$ cat src/rtl/hifs_pkg.sv
/*
 host interface select front end: shared constants and types.
 assumes a single 50 MHz clock domain.
*/
`default_nettype none
package hifs_pkg;
   localparam int HIFS_CLK_HZ = 50000000;
   localparam int HIFS_SYNC_STAGES = 3;
   localparam int HIFS_BYTE_BITS = 8;
   localparam logic [3:0] HIFS_BITCNT_W_ZERO = 4'h0;
   localparam logic [3:0] HIFS_BITS_4W = 4'h8;
   localparam logic [3:0] HIFS_BITS_3W = 4'h9;
   localparam logic [7:0] HIFS_BYTE_RST = 8'h00;
   typedef enum logic [3:0] {
      HIFS_MODE_SPI4 = 4'h1,
      HIFS_MODE_SPI3 = 4'h2,
      HIFS_MODE_PAR_E = 4'h4,
      HIFS_MODE_PAR_S = 4'h8
   } hifs_mode_t;
   function automatic hifs_mode_t hifs_decode(input logic s0, input logic s1);
      unique case ({s1, s0})
         2'b01: hifs_decode = HIFS_MODE_SPI3;
         2'b00: hifs_decode = HIFS_MODE_SPI4;
         2'b11: hifs_decode = HIFS_MODE_PAR_E;
         default: hifs_decode = HIFS_MODE_PAR_S;
      endcase
   endfunction
endpackage
`default_nettype wire

$ cat src/rtl/hifs_sync.sv
/*
 three-stage synchroniser with agreement filter for a pin bundle.
 assumes inputs are asynchronous to ref_clk.
*/
`default_nettype none
module hifs_sync import hifs_pkg::*; #(
   parameter int W = 1
) (
   input wire logic ref_clk,
   input wire logic rstn,
   input wire logic [W-1:0] pin,
   output logic [W-1:0] q
);
   logic [W-1:0] s1_r;
   logic [W-1:0] s2_r;
   logic [W-1:0] s3_r;

   always_ff @(posedge ref_clk or negedge rstn) begin
      if (!rstn) begin
         s1_r <= '0;
         s2_r <= '0;
         s3_r <= '0;
      end else begin
         s1_r <= pin;
         s2_r <= s1_r;
         s3_r <= s2_r;
      end
   end

   // bits move only once stages two and three agree
   always_ff @(posedge ref_clk or negedge rstn) begin
      if (!rstn) begin
         q <= '0;
      end else begin
         for (int i = 0; i < W; i++) begin
            if (s2_r[i] == s3_r[i]) begin
               q[i] <= s3_r[i];
            end
         end
      end
   end
endmodule
`default_nettype wire

$ cat src/rtl/hifs_top.sv
/*
 host interface select front end: strap decode, serial shifters, parallel
 strobes, byte delivery tagged data or command, two general purpose pins.
 assumes the host is slow against ref_clk (sclk period 160 ns).
*/
// Function
// straps select 3-wire serial (1,0), 4-wire serial (0,0), enable parallel (1,1), strobe parallel (0,1).
// while reset_n_in is low the controller logic is held in initialisation.
// the host keeps reset_n_in high in normal operation.
// transfers are accepted only while chip select is low.
// in parallel modes a byte is data when dc is high and command when low.
// in 4-wire serial the dc pin classifies the shifted byte the same way.
// in 3-wire serial the dc pin is tied to ground.
// two general purpose pins can be inputs or outputs.
// in serial modes data line 1 is serial_in and data line 0 is the serial clock.
// enable parallel starts a transfer on enable high with chip select low; rw high reads.
// in 3-wire serial a leading flag bit gives data or command ahead of eight payload bits.
`default_nettype none
module hifs_top import hifs_pkg::*; (
   input wire logic ref_clk,
   input wire logic rstn,
   input wire logic iface_sel0,
   input wire logic iface_sel1,
   input wire logic reset_n_in,
   input wire logic cs_n,
   input wire logic dc,
   input wire logic en_rd_n,
   input wire logic rw_wr_n,
   input wire logic [7:0] d_in,
   output logic [7:0] d_out,
   output logic d_oe_n,
   input wire logic [7:0] rd_byte,
   output logic init_busy,
   output logic [3:0] mode,
   output logic [7:0] rx_byte,
   output logic rx_is_data,
   output logic rx_valid,
   output logic rd_req,
   input wire logic [1:0] gen_pin_in,
   output logic [1:0] gen_pin_out,
   output logic [1:0] gen_pin_oe_n,
   input wire logic [1:0] gen_out_val,
   input wire logic [1:0] gen_out_en,
   output logic [1:0] gen_in_val
);
   logic [16:0] pins_raw;
   logic [16:0] pins_s;
   logic res_n_s;
   logic csn_s;
   logic dc_s;
   logic e_s;
   logic rw_s;
   logic [7:0] d_s;
   logic [1:0] gp_s;
   logic sel0_s;
   logic sel1_s;
   logic e_q_r;
   logic rw_q_r;
   logic sclk_q_r;
   hifs_mode_t mode_r;
   logic [3:0] bitcnt_r;
   logic [8:0] shift_r;
   logic active;

   // straps are pins too: they share the pipeline with reset_n_in, so both move together
   assign pins_raw = {iface_sel1, iface_sel0, gen_pin_in, d_in, rw_wr_n, en_rd_n, dc, cs_n,
      reset_n_in};
   hifs_sync #(.W(17)) u_sync (
      .ref_clk(ref_clk),
      .rstn(rstn),
      .pin(pins_raw),
      .q(pins_s)
   );
   assign {sel1_s, sel0_s, gp_s, d_s, rw_s, e_s, dc_s, csn_s, res_n_s} = pins_s;
   assign active = res_n_s && !csn_s;

   // straps are sampled while reset_n_in is low, frozen afterwards
   always_ff @(posedge ref_clk or negedge rstn) begin
      if (!rstn) begin
         mode_r <= HIFS_MODE_SPI4;
         init_busy <= 1'b1;
      end else begin
         init_busy <= !res_n_s;
         if (!res_n_s) begin
            mode_r <= hifs_decode(sel0_s, sel1_s);
         end
      end
   end
   assign mode = mode_r;

   always_ff @(posedge ref_clk or negedge rstn) begin
      if (!rstn) begin
         e_q_r <= 1'b0;
         rw_q_r <= 1'b1;
         sclk_q_r <= 1'b0;
      end else begin
         e_q_r <= e_s;
         rw_q_r <= rw_s;
         sclk_q_r <= d_s[0];
      end
   end

   // serial shifter, msb first; cs high aborts a partial byte
   always_ff @(posedge ref_clk or negedge rstn) begin
      if (!rstn) begin
         bitcnt_r <= HIFS_BITCNT_W_ZERO;
         shift_r <= '0;
      end else if (!active || !(mode_r == HIFS_MODE_SPI3 || mode_r == HIFS_MODE_SPI4)) begin
         bitcnt_r <= HIFS_BITCNT_W_ZERO;
      end else if (d_s[0] && !sclk_q_r) begin
         shift_r <= {shift_r[7:0], d_s[1]};
         if ((mode_r == HIFS_MODE_SPI3 && bitcnt_r == HIFS_BITS_3W - 4'h1) ||
             (mode_r == HIFS_MODE_SPI4 && bitcnt_r == HIFS_BITS_4W - 4'h1)) begin
            bitcnt_r <= HIFS_BITCNT_W_ZERO;
         end else begin
            bitcnt_r <= bitcnt_r + 4'h1;
         end
      end
   end

   logic ser_done;
   logic par_wr;
   logic par_rd;
   assign ser_done = active && d_s[0] && !sclk_q_r &&
      ((mode_r == HIFS_MODE_SPI3 && bitcnt_r == HIFS_BITS_3W - 4'h1) ||
       (mode_r == HIFS_MODE_SPI4 && bitcnt_r == HIFS_BITS_4W - 4'h1));
   // enable mode: latch on falling enable; strobe mode: on rising write strobe
   assign par_wr = active && ((mode_r == HIFS_MODE_PAR_E && e_q_r && !e_s && !rw_s) ||
      (mode_r == HIFS_MODE_PAR_S && !rw_q_r && rw_s));
   assign par_rd = active && ((mode_r == HIFS_MODE_PAR_E && !e_q_r && e_s && rw_s) ||
      (mode_r == HIFS_MODE_PAR_S && e_q_r && !e_s));

   always_ff @(posedge ref_clk or negedge rstn) begin
      if (!rstn) begin
         rx_valid <= 1'b0;
         rx_byte <= HIFS_BYTE_RST;
         rx_is_data <= 1'b0;
      end else begin
         rx_valid <= ser_done || par_wr;
         if (par_wr) begin
            rx_byte <= d_s;
            rx_is_data <= dc_s;
         end else if (ser_done) begin
            rx_byte <= {shift_r[6:0], d_s[1]};
            if (mode_r == HIFS_MODE_SPI3) begin
               rx_is_data <= shift_r[7];
            end else begin
               rx_is_data <= dc_s;
            end
         end
      end
   end

   // read drive: bus driven while the read phase lasts
   always_ff @(posedge ref_clk or negedge rstn) begin
      if (!rstn) begin
         rd_req <= 1'b0;
         d_oe_n <= 1'b1;
         d_out <= HIFS_BYTE_RST;
      end else begin
         rd_req <= par_rd;
         d_out <= rd_byte;
         d_oe_n <= !(active && ((mode_r == HIFS_MODE_PAR_E && e_s && rw_s) ||
            (mode_r == HIFS_MODE_PAR_S && !e_s)));
      end
   end

   always_ff @(posedge ref_clk or negedge rstn) begin
      if (!rstn) begin
         gen_pin_out <= 2'h0;
         gen_pin_oe_n <= 2'h3;
         gen_in_val <= 2'h0;
      end else begin
         gen_pin_out <= gen_out_val;
         gen_pin_oe_n <= ~gen_out_en;
         gen_in_val <= gp_s;
      end
   end
endmodule
`default_nettype wire

$ cat config.mk
export PLATFORM = sky130hd
export DESIGN_NAME = hifs_top
export DESIGN_NICKNAME = d
export VERILOG_FILES = /design/src/rtl/hifs_pkg.sv /design/src/rtl/hifs_sync.sv /design/src/rtl/hifs_top.sv
export SDC_FILE = /design/constraint.sdc
export NUM_CORES = 1
export LEC_CHECK = 0
export BUFFER_PORTS_ARGS = -buffer_cell sky130_fd_sc_hd__buf_2
export CORE_MARGIN = 8
export CORE_UTILIZATION = 25
export DETAILED_ROUTE_END_ITERATION = 16
export SETUP_SLACK_MARGIN = 0.05
export SLEW_MARGIN = 20
export SYNTH_ARGS = -nofsm -noshare
export SYNTH_HDL_FRONTEND = slang
export SYNTH_SLANG_ARGS = --single-unit
$ cat constraint.sdc
create_clock -name ref_clk -period 2.73 [get_ports ref_clk]
set_input_delay 0.273 -clock ref_clk [delete_from_list [all_inputs] [get_ports ref_clk]]
set_output_delay 0.273 -clock ref_clk [all_outputs]
set_load 0.02 [all_outputs]
After elaboration in Yosys (flattened, before gate mapping)
Cells that the tools add are included.
W data, S select, Z words.
{"block": "op_classes", "add_sub_neg": 1, "n_eq_ne": 25, "muxes": 9, "n_bitwise": 2, "n_reduce_logical": 44}
{"op": "$logic_and A1 B1 Y1", "n": 23}
{"op": "$eq A1 B1 Y1", "n": 17}
{"op": "$mux W8", "n": 2}
{"op": "$mux W4", "n": 3}
{"op": "$pmux W4 S3", "n": 1}
{"op": "$logic_not A1 Y1", "n": 10}
{"op": "$eq A4 B3 Y1 const B", "n": 2}
{"op": "$eq A4 B4 Y1 const B", "n": 2}
{"op": "$logic_or A1 B1 Y1", "n": 7}
{"op": "$add A4 B1 Y4 const B", "n": 1}
{"op": "$eq A4 B1 Y1 const B", "n": 1}
{"op": "$eq A4 B2 Y1 const B", "n": 1}
{"op": "$reduce_bool A2 Y1", "n": 2}
{"op": "$mux W1", "n": 3}
{"op": "$eq A2 B1 Y1 const B", "n": 1}
{"op": "$eq A2 B2 Y1 const B", "n": 1}
{"op": "$logic_not A2 Y1", "n": 1}
{"op": "$not A2 Y2", "n": 1}
{"op": "$reduce_and A2 Y1", "n": 1}
{"op": "$not A1 Y1", "n": 1}
{"block": "totals", "reg_bits": 114, "input_bits": 31, "output_inout_bits": 31, "elab_cells": 117}

Logic depth before layout (Yosys ltp)
{"block": "logic_depth", "ltp_word": 7, "depth_mapped": 7, "mapped_depth_nobuf": 6}

Hierarchy
A second synthesis with hierarchy kept.
{"block": "hier_totals", "hier_cells": 211, "hier_area_um2": 3696.0}
{"mod": "hifs_sync", "instances": 1, "cells_each": 85, "area_per_inst_um2": 1893.1, "seq_area_each_um2": 1701.6}
{"mod": "hifs_top", "instances": 1, "cells_each": 126, "area_per_inst_um2": 1803.0, "seq_area_each_um2": 1158.6}

Worst setup path before layout
OpenSTA, ideal clock, no wires.
{"block": "synth_timing", "path_type": "register -> register", "from": "register mode_r[0], in the netlist mode[0]", "to": "register rx_is_data", "setup_time_ps": 125, "t_arrival_ps": 1922, "setup_slack_ps": 683, "stages_incl_launch_ff": 6, "n_path_buf": 0, "synth_period_minus_slack_ps": 2047, "path_cell_list": "dfstp_2 -> nor4b_2 -> nand4b_1 -> a211oi_4 -> nor2b_2 -> mux2_4"}
{"block": "synth_between", "elab_chain_cells": 7, "word_cells_on_any_way": 19, "cone_classes": "eq/ne (4); mux (3); reduce/logical (12)"}
{"element": "from (decl)", "line_no": "hifs_top.sv:60", "text": "hifs_mode_t mode_r;"}
{"element": "from (signal assigned)", "line_no": "hifs_top.sv:85", "text": "mode_r <= hifs_decode(sel0_s, sel1_s);"}
{"element": "$eq A4 B3 Y1", "line_no": "hifs_top.sv:128", "text": "assign par_wr = active && ((mode_r == HIFS_MODE_PAR_E && e_q_r && !e_s && !rw_s) ||"}
{"element": "$logic_and A1 B1 Y1 (3 in series)", "line_no": "hifs_top.sv:128"}
{"element": "$logic_or A1 B1 Y1", "line_no": "hifs_top.sv:128"}
{"element": "$logic_and A1 B1 Y1", "line_no": "hifs_top.sv:128"}
{"element": "$mux W1 or $reduce_bool A2 Y1 (tied branches)"}
{"element": "to (signal assigned)", "line_no": "hifs_top.sv:142", "text": "rx_is_data <= dc_s;"}
{"element": "to (signal assigned)", "line_no": "hifs_top.sv:146", "text": "rx_is_data <= shift_r[7];"}
{"element": "to (signal assigned)", "line_no": "hifs_top.sv:148", "text": "rx_is_data <= dc_s;"}
{"element": "to (decl)", "line_no": "hifs_top.sv:36", "text": "output logic rx_is_data,"}
Several ways; a longest one is shown, not always the timed one. The select of a mux whose other input is x is not followed.
A chain may end at the register's enable or synchronous reset.

Worst setup path in the final report
{"block": "layout_timing", "from": "register mode_r[3], in the netlist mode[3]", "to": "register bitcnt_r[2]"}
{"block": "layout_between", "elab_chain_cells": 6, "word_cells_on_any_way": 12, "cone_classes": "eq/ne (2); mux (3); reduce/logical (7)"}
{"element": "$eq A4 B2 Y1 or $eq A4 B1 Y1 (tied branches)", "line_no": "hifs_top.sv:108, hifs_top.sv:112, hifs_top.sv:113"}
{"element": "$logic_and A1 B1 Y1, on equally long branches", "line_no": "hifs_top.sv:112, hifs_top.sv:113"}
{"element": "$logic_or A1 B1 Y1", "line_no": "hifs_top.sv:112", "text": "if ((mode_r == HIFS_MODE_SPI3 && bitcnt_r == HIFS_BITS_3W - 4'h1) ||"}
{"element": "$mux W4", "line_no": "hifs_top.sv:112"}
{"element": "$mux W4", "line_no": "hifs_top.sv:110", "text": "end else if (d_s[0] && !sclk_q_r) begin"}
{"element": "$mux W4", "line_no": "hifs_top.sv:108", "text": "end else if (!active || !(mode_r == HIFS_MODE_SPI3 || mode_r == HIFS_MODE_SPI4)) begin"}
{"element": "to (signal assigned)", "line_no": "hifs_top.sv:116", "text": "bitcnt_r <= bitcnt_r + 4'h1;"}
{"element": "to (decl)", "line_no": "hifs_top.sv:61", "text": "logic [3:0] bitcnt_r;"}
Several ways; a longest one is shown, not always the timed one. The select of a mux whose other input is x is not followed.

==> summary.txt <==
Data arrival, critical path: 2.30 ns
Post-synth EDFFs: 0
Critical Path RT: 3.06 ns
Placed insts: 463
Via count: 2,048
Async set-or-reset flop fraction in the synthesized netlist: 100%
RSZ-0062 raised after global routing: no
Worst setup SP type: flip-flop
HP Class: input port to asynchronous set/reset pin
Chip height: 137 um
DRC: 0
First-pass GRT wire length: 11.5 mm
Library cells used by synthesis: 37
Final setup viols: 0
Gr busiest metal: met2
Fin. Hold Viols: 0
Max IR drop VDD: 0.458 mV
Die Span X: 137 um
Clk sink count: 114
Starting density of the core: 25.4%
Fin Setup TNS: 0 ns
Flops & latches, synth: 114
I/O pin count: 62
Clock transition at path regs: 0.05 ns
Min Tclk post-route: 1.97 ns
Met3 GRT Util: 3.46%
Grt met2 use: 11.5%
Status: completed
Synth Instances: 217
CTS max path bufs: 2
Root Buffer: clkbuf_16
Cell family with most CP delay: simple AND/OR/NAND/NOR gates
Syn_area_per_cell: 17.0 sq um
Vias in the first global route: 2,333
Layout area overhead: 40.5%
Final GP Congestion: 0.788
# port buffers: 61
Final std cells w/o fill: 525
Register area share after synthesis: 77.6%
P per Cell Area: 915 nW/um^2
Met1 Usage GRT: 9.56%
Setup crit end kind: flip-flop
Crit path kind: flip-flop to flip-flop
DIE AREA: 18,900 sq um
Share of cells above drive strength 1: 34.9%
Cells along the critical path: nor4b_1, nand3b_1, and3b_2, nand3b_1, nand3_1
Peak fanout along the critical path: 9
Fin nets: 361
Critical Path Most Common Cell: nand3b_1
Area of the core: 14,500 sq um
Num rows: 44
WL final: 6.57 mm
Top FF cell, synth: dfrtp_1
CTS Buf Count: 17
Hold WS: 0.328 ns
Critical path's slowest cell: dfrtp_1
Bufs and invs on worst path: 0
Pin count of the biggest net entering global routing: 87
Worst skew pair latency: 0.40 ns
Syn Nets: 250
Post-route setup slack: 0.762 ns
Routed WL per cell: 12.5 um
TritonCTS clock tree: done
Max transition margin: 70.7%
Gr ovfl total: 0
Initial DRC Count: 57
Skew final: 0.00414 ns
Max Clock Freq: 508 MHz
HPWL Detailed: 4.40 mm
Core Util, Final: 35.8%
Final period util: 72.1%
Leakage power: 0.00238 uW
H-Tree Depth: 4
Pre-CTS WS: 0.753 ns
Routed vias/inst: 3.90
Worst Tran Pin Value: 0.440 ns
Total GRT Usage: 8.06%
Slowest Stage Delay on Critical Path: 0.48 ns
Initial DRT Pass Iterations: 4
Antenna cells: 0
Synth warn: 0
Number of max-cap violations: 0
Max Slew Vio Count: 0
Cell area after synthesis: 3680 sq um
Initial antenna violation count: 0
Final ANT Viol Nets: 0
cell usage after synthesis, drive strengths merged, types with 2 or more instances:
master    n  area share (%)
a21oi     6            0.82
a221o     2            0.54
a22o      4            0.95
dfrtp   108              73
dfstp     6             4.3
ha        2            0.68
inv       9            0.92
maj3     17             4.6
mux2     11             3.5
mux2i     6             1.6
nand2     5            0.51
nand2b    2            0.34
nand3     2            0.27
nand3b    3            0.61
nand4b    3            0.88
nor2      9            0.92
nor4b     4             1.5
o21ai     4            0.54
or2b      2            0.51
worst register-to-register path, delay by kind of cell, from the launching register on:
family	cells	cell delay, ns
and+or+nand+nor	5	1.42
DFF	1	0.48
layout by cell type (no fill, tap or decap), types with 9 or more instances in the layout:
cell,count
dlygate4sd3_1,30
nor2_1,9
mux2_2,10
clkbuf_16,17
inv_1,9
dfrtp_1,108
buf_2,60
maj3_1,17
cell families (layout without fill, tap and decap cells):
family / after synthesis / count (layout) / synth area share (%)
AOI/OAI and AO/OA: 18 / 18 / 3.57
and+or+nand+nor: 36 / 36 / 6.76
adders and majority gates: 19 / 19 / 5.30
DFF: 114 / 114 / 77.6
muxes: 17 / 17 / 5.10
buffers and inverters: 11 / 135 / 1.15
xor gates and xnor gates: 2 / 2 / 0.476
layout make-up:
type | count | area [sq um]
Clock buffer | 21 | 470
Fill cell | 1366 | 9300
Clock inverter | 11 | 158
Timing Repair Buffer | 94 | 643
Tap cell | 184 | 230
Multi-Input combinational cell | 92 | 781
Sequential cell | 114 | 2860
Inverter | 9 | 33.8
routing by layer:
layer	routed length [um]	vias up
li1	-	975
met1	3010	994
met2	2980	64
met3	406	15
met4	174	0
met5	0	-
power breakdown:
part           total [uW]  leakage, uW  internal [uW]  switching, uW
clock                2300     0.000312           1590            711
combinational         466     0.000699            206            260
sequential           1970      0.00137           1860            109
total                4740      0.00238           3660           1080
through the flow:
stage	instance area [sq um]	power, uW
after floorplan	3680	2230
after global placement	4250	2440
after detailed placement	4250	2450
after CTS	5180	4820
after global routing	5180	4950
final	5180	4740
flip-flops by register name (all words and copies together), names as in the netlist, 4 cells and up:
register	count
shift_r	8
d_out	8
u_sync.s1_r	17
u_sync.s3_r	17
bitcnt_r	4
rx_byte	8
u_sync.s2_r	17
mode	4
u_sync.q	17
path summary, 6_finish.rpt:
| check | start | endpoint | slack [ns] | cells past startpoint |
|---|---|---|---|---|
| max reg2reg | mode[3] | bitcnt_r[2] | 0.76 | 5 |
| max | mode[3] | bitcnt_r[2] | 0.76 | 5 |
| max in group asynchronous | rstn | init_busy | 1.61 | 3 |
| min | rstn | u_sync.s1_r[13] | 0.33 | 2 |
| min reg2reg | u_sync.s1_r[7] | u_sync.s2_r[7] | 0.34 | 0 |
| min in group ref_clk | u_sync.s1_r[7] | u_sync.s2_r[7] | 0.34 | 0 |
repair_timing:
item,4_1_cts,5_1_grt
resized for setup,0,0
endpoints found under the setup margin,0,0
hold endpoints to repair,57,0
hold buffers,30,0
setup buffers,0,0
No activity file was read; power rests on OpenSTA's default activity.
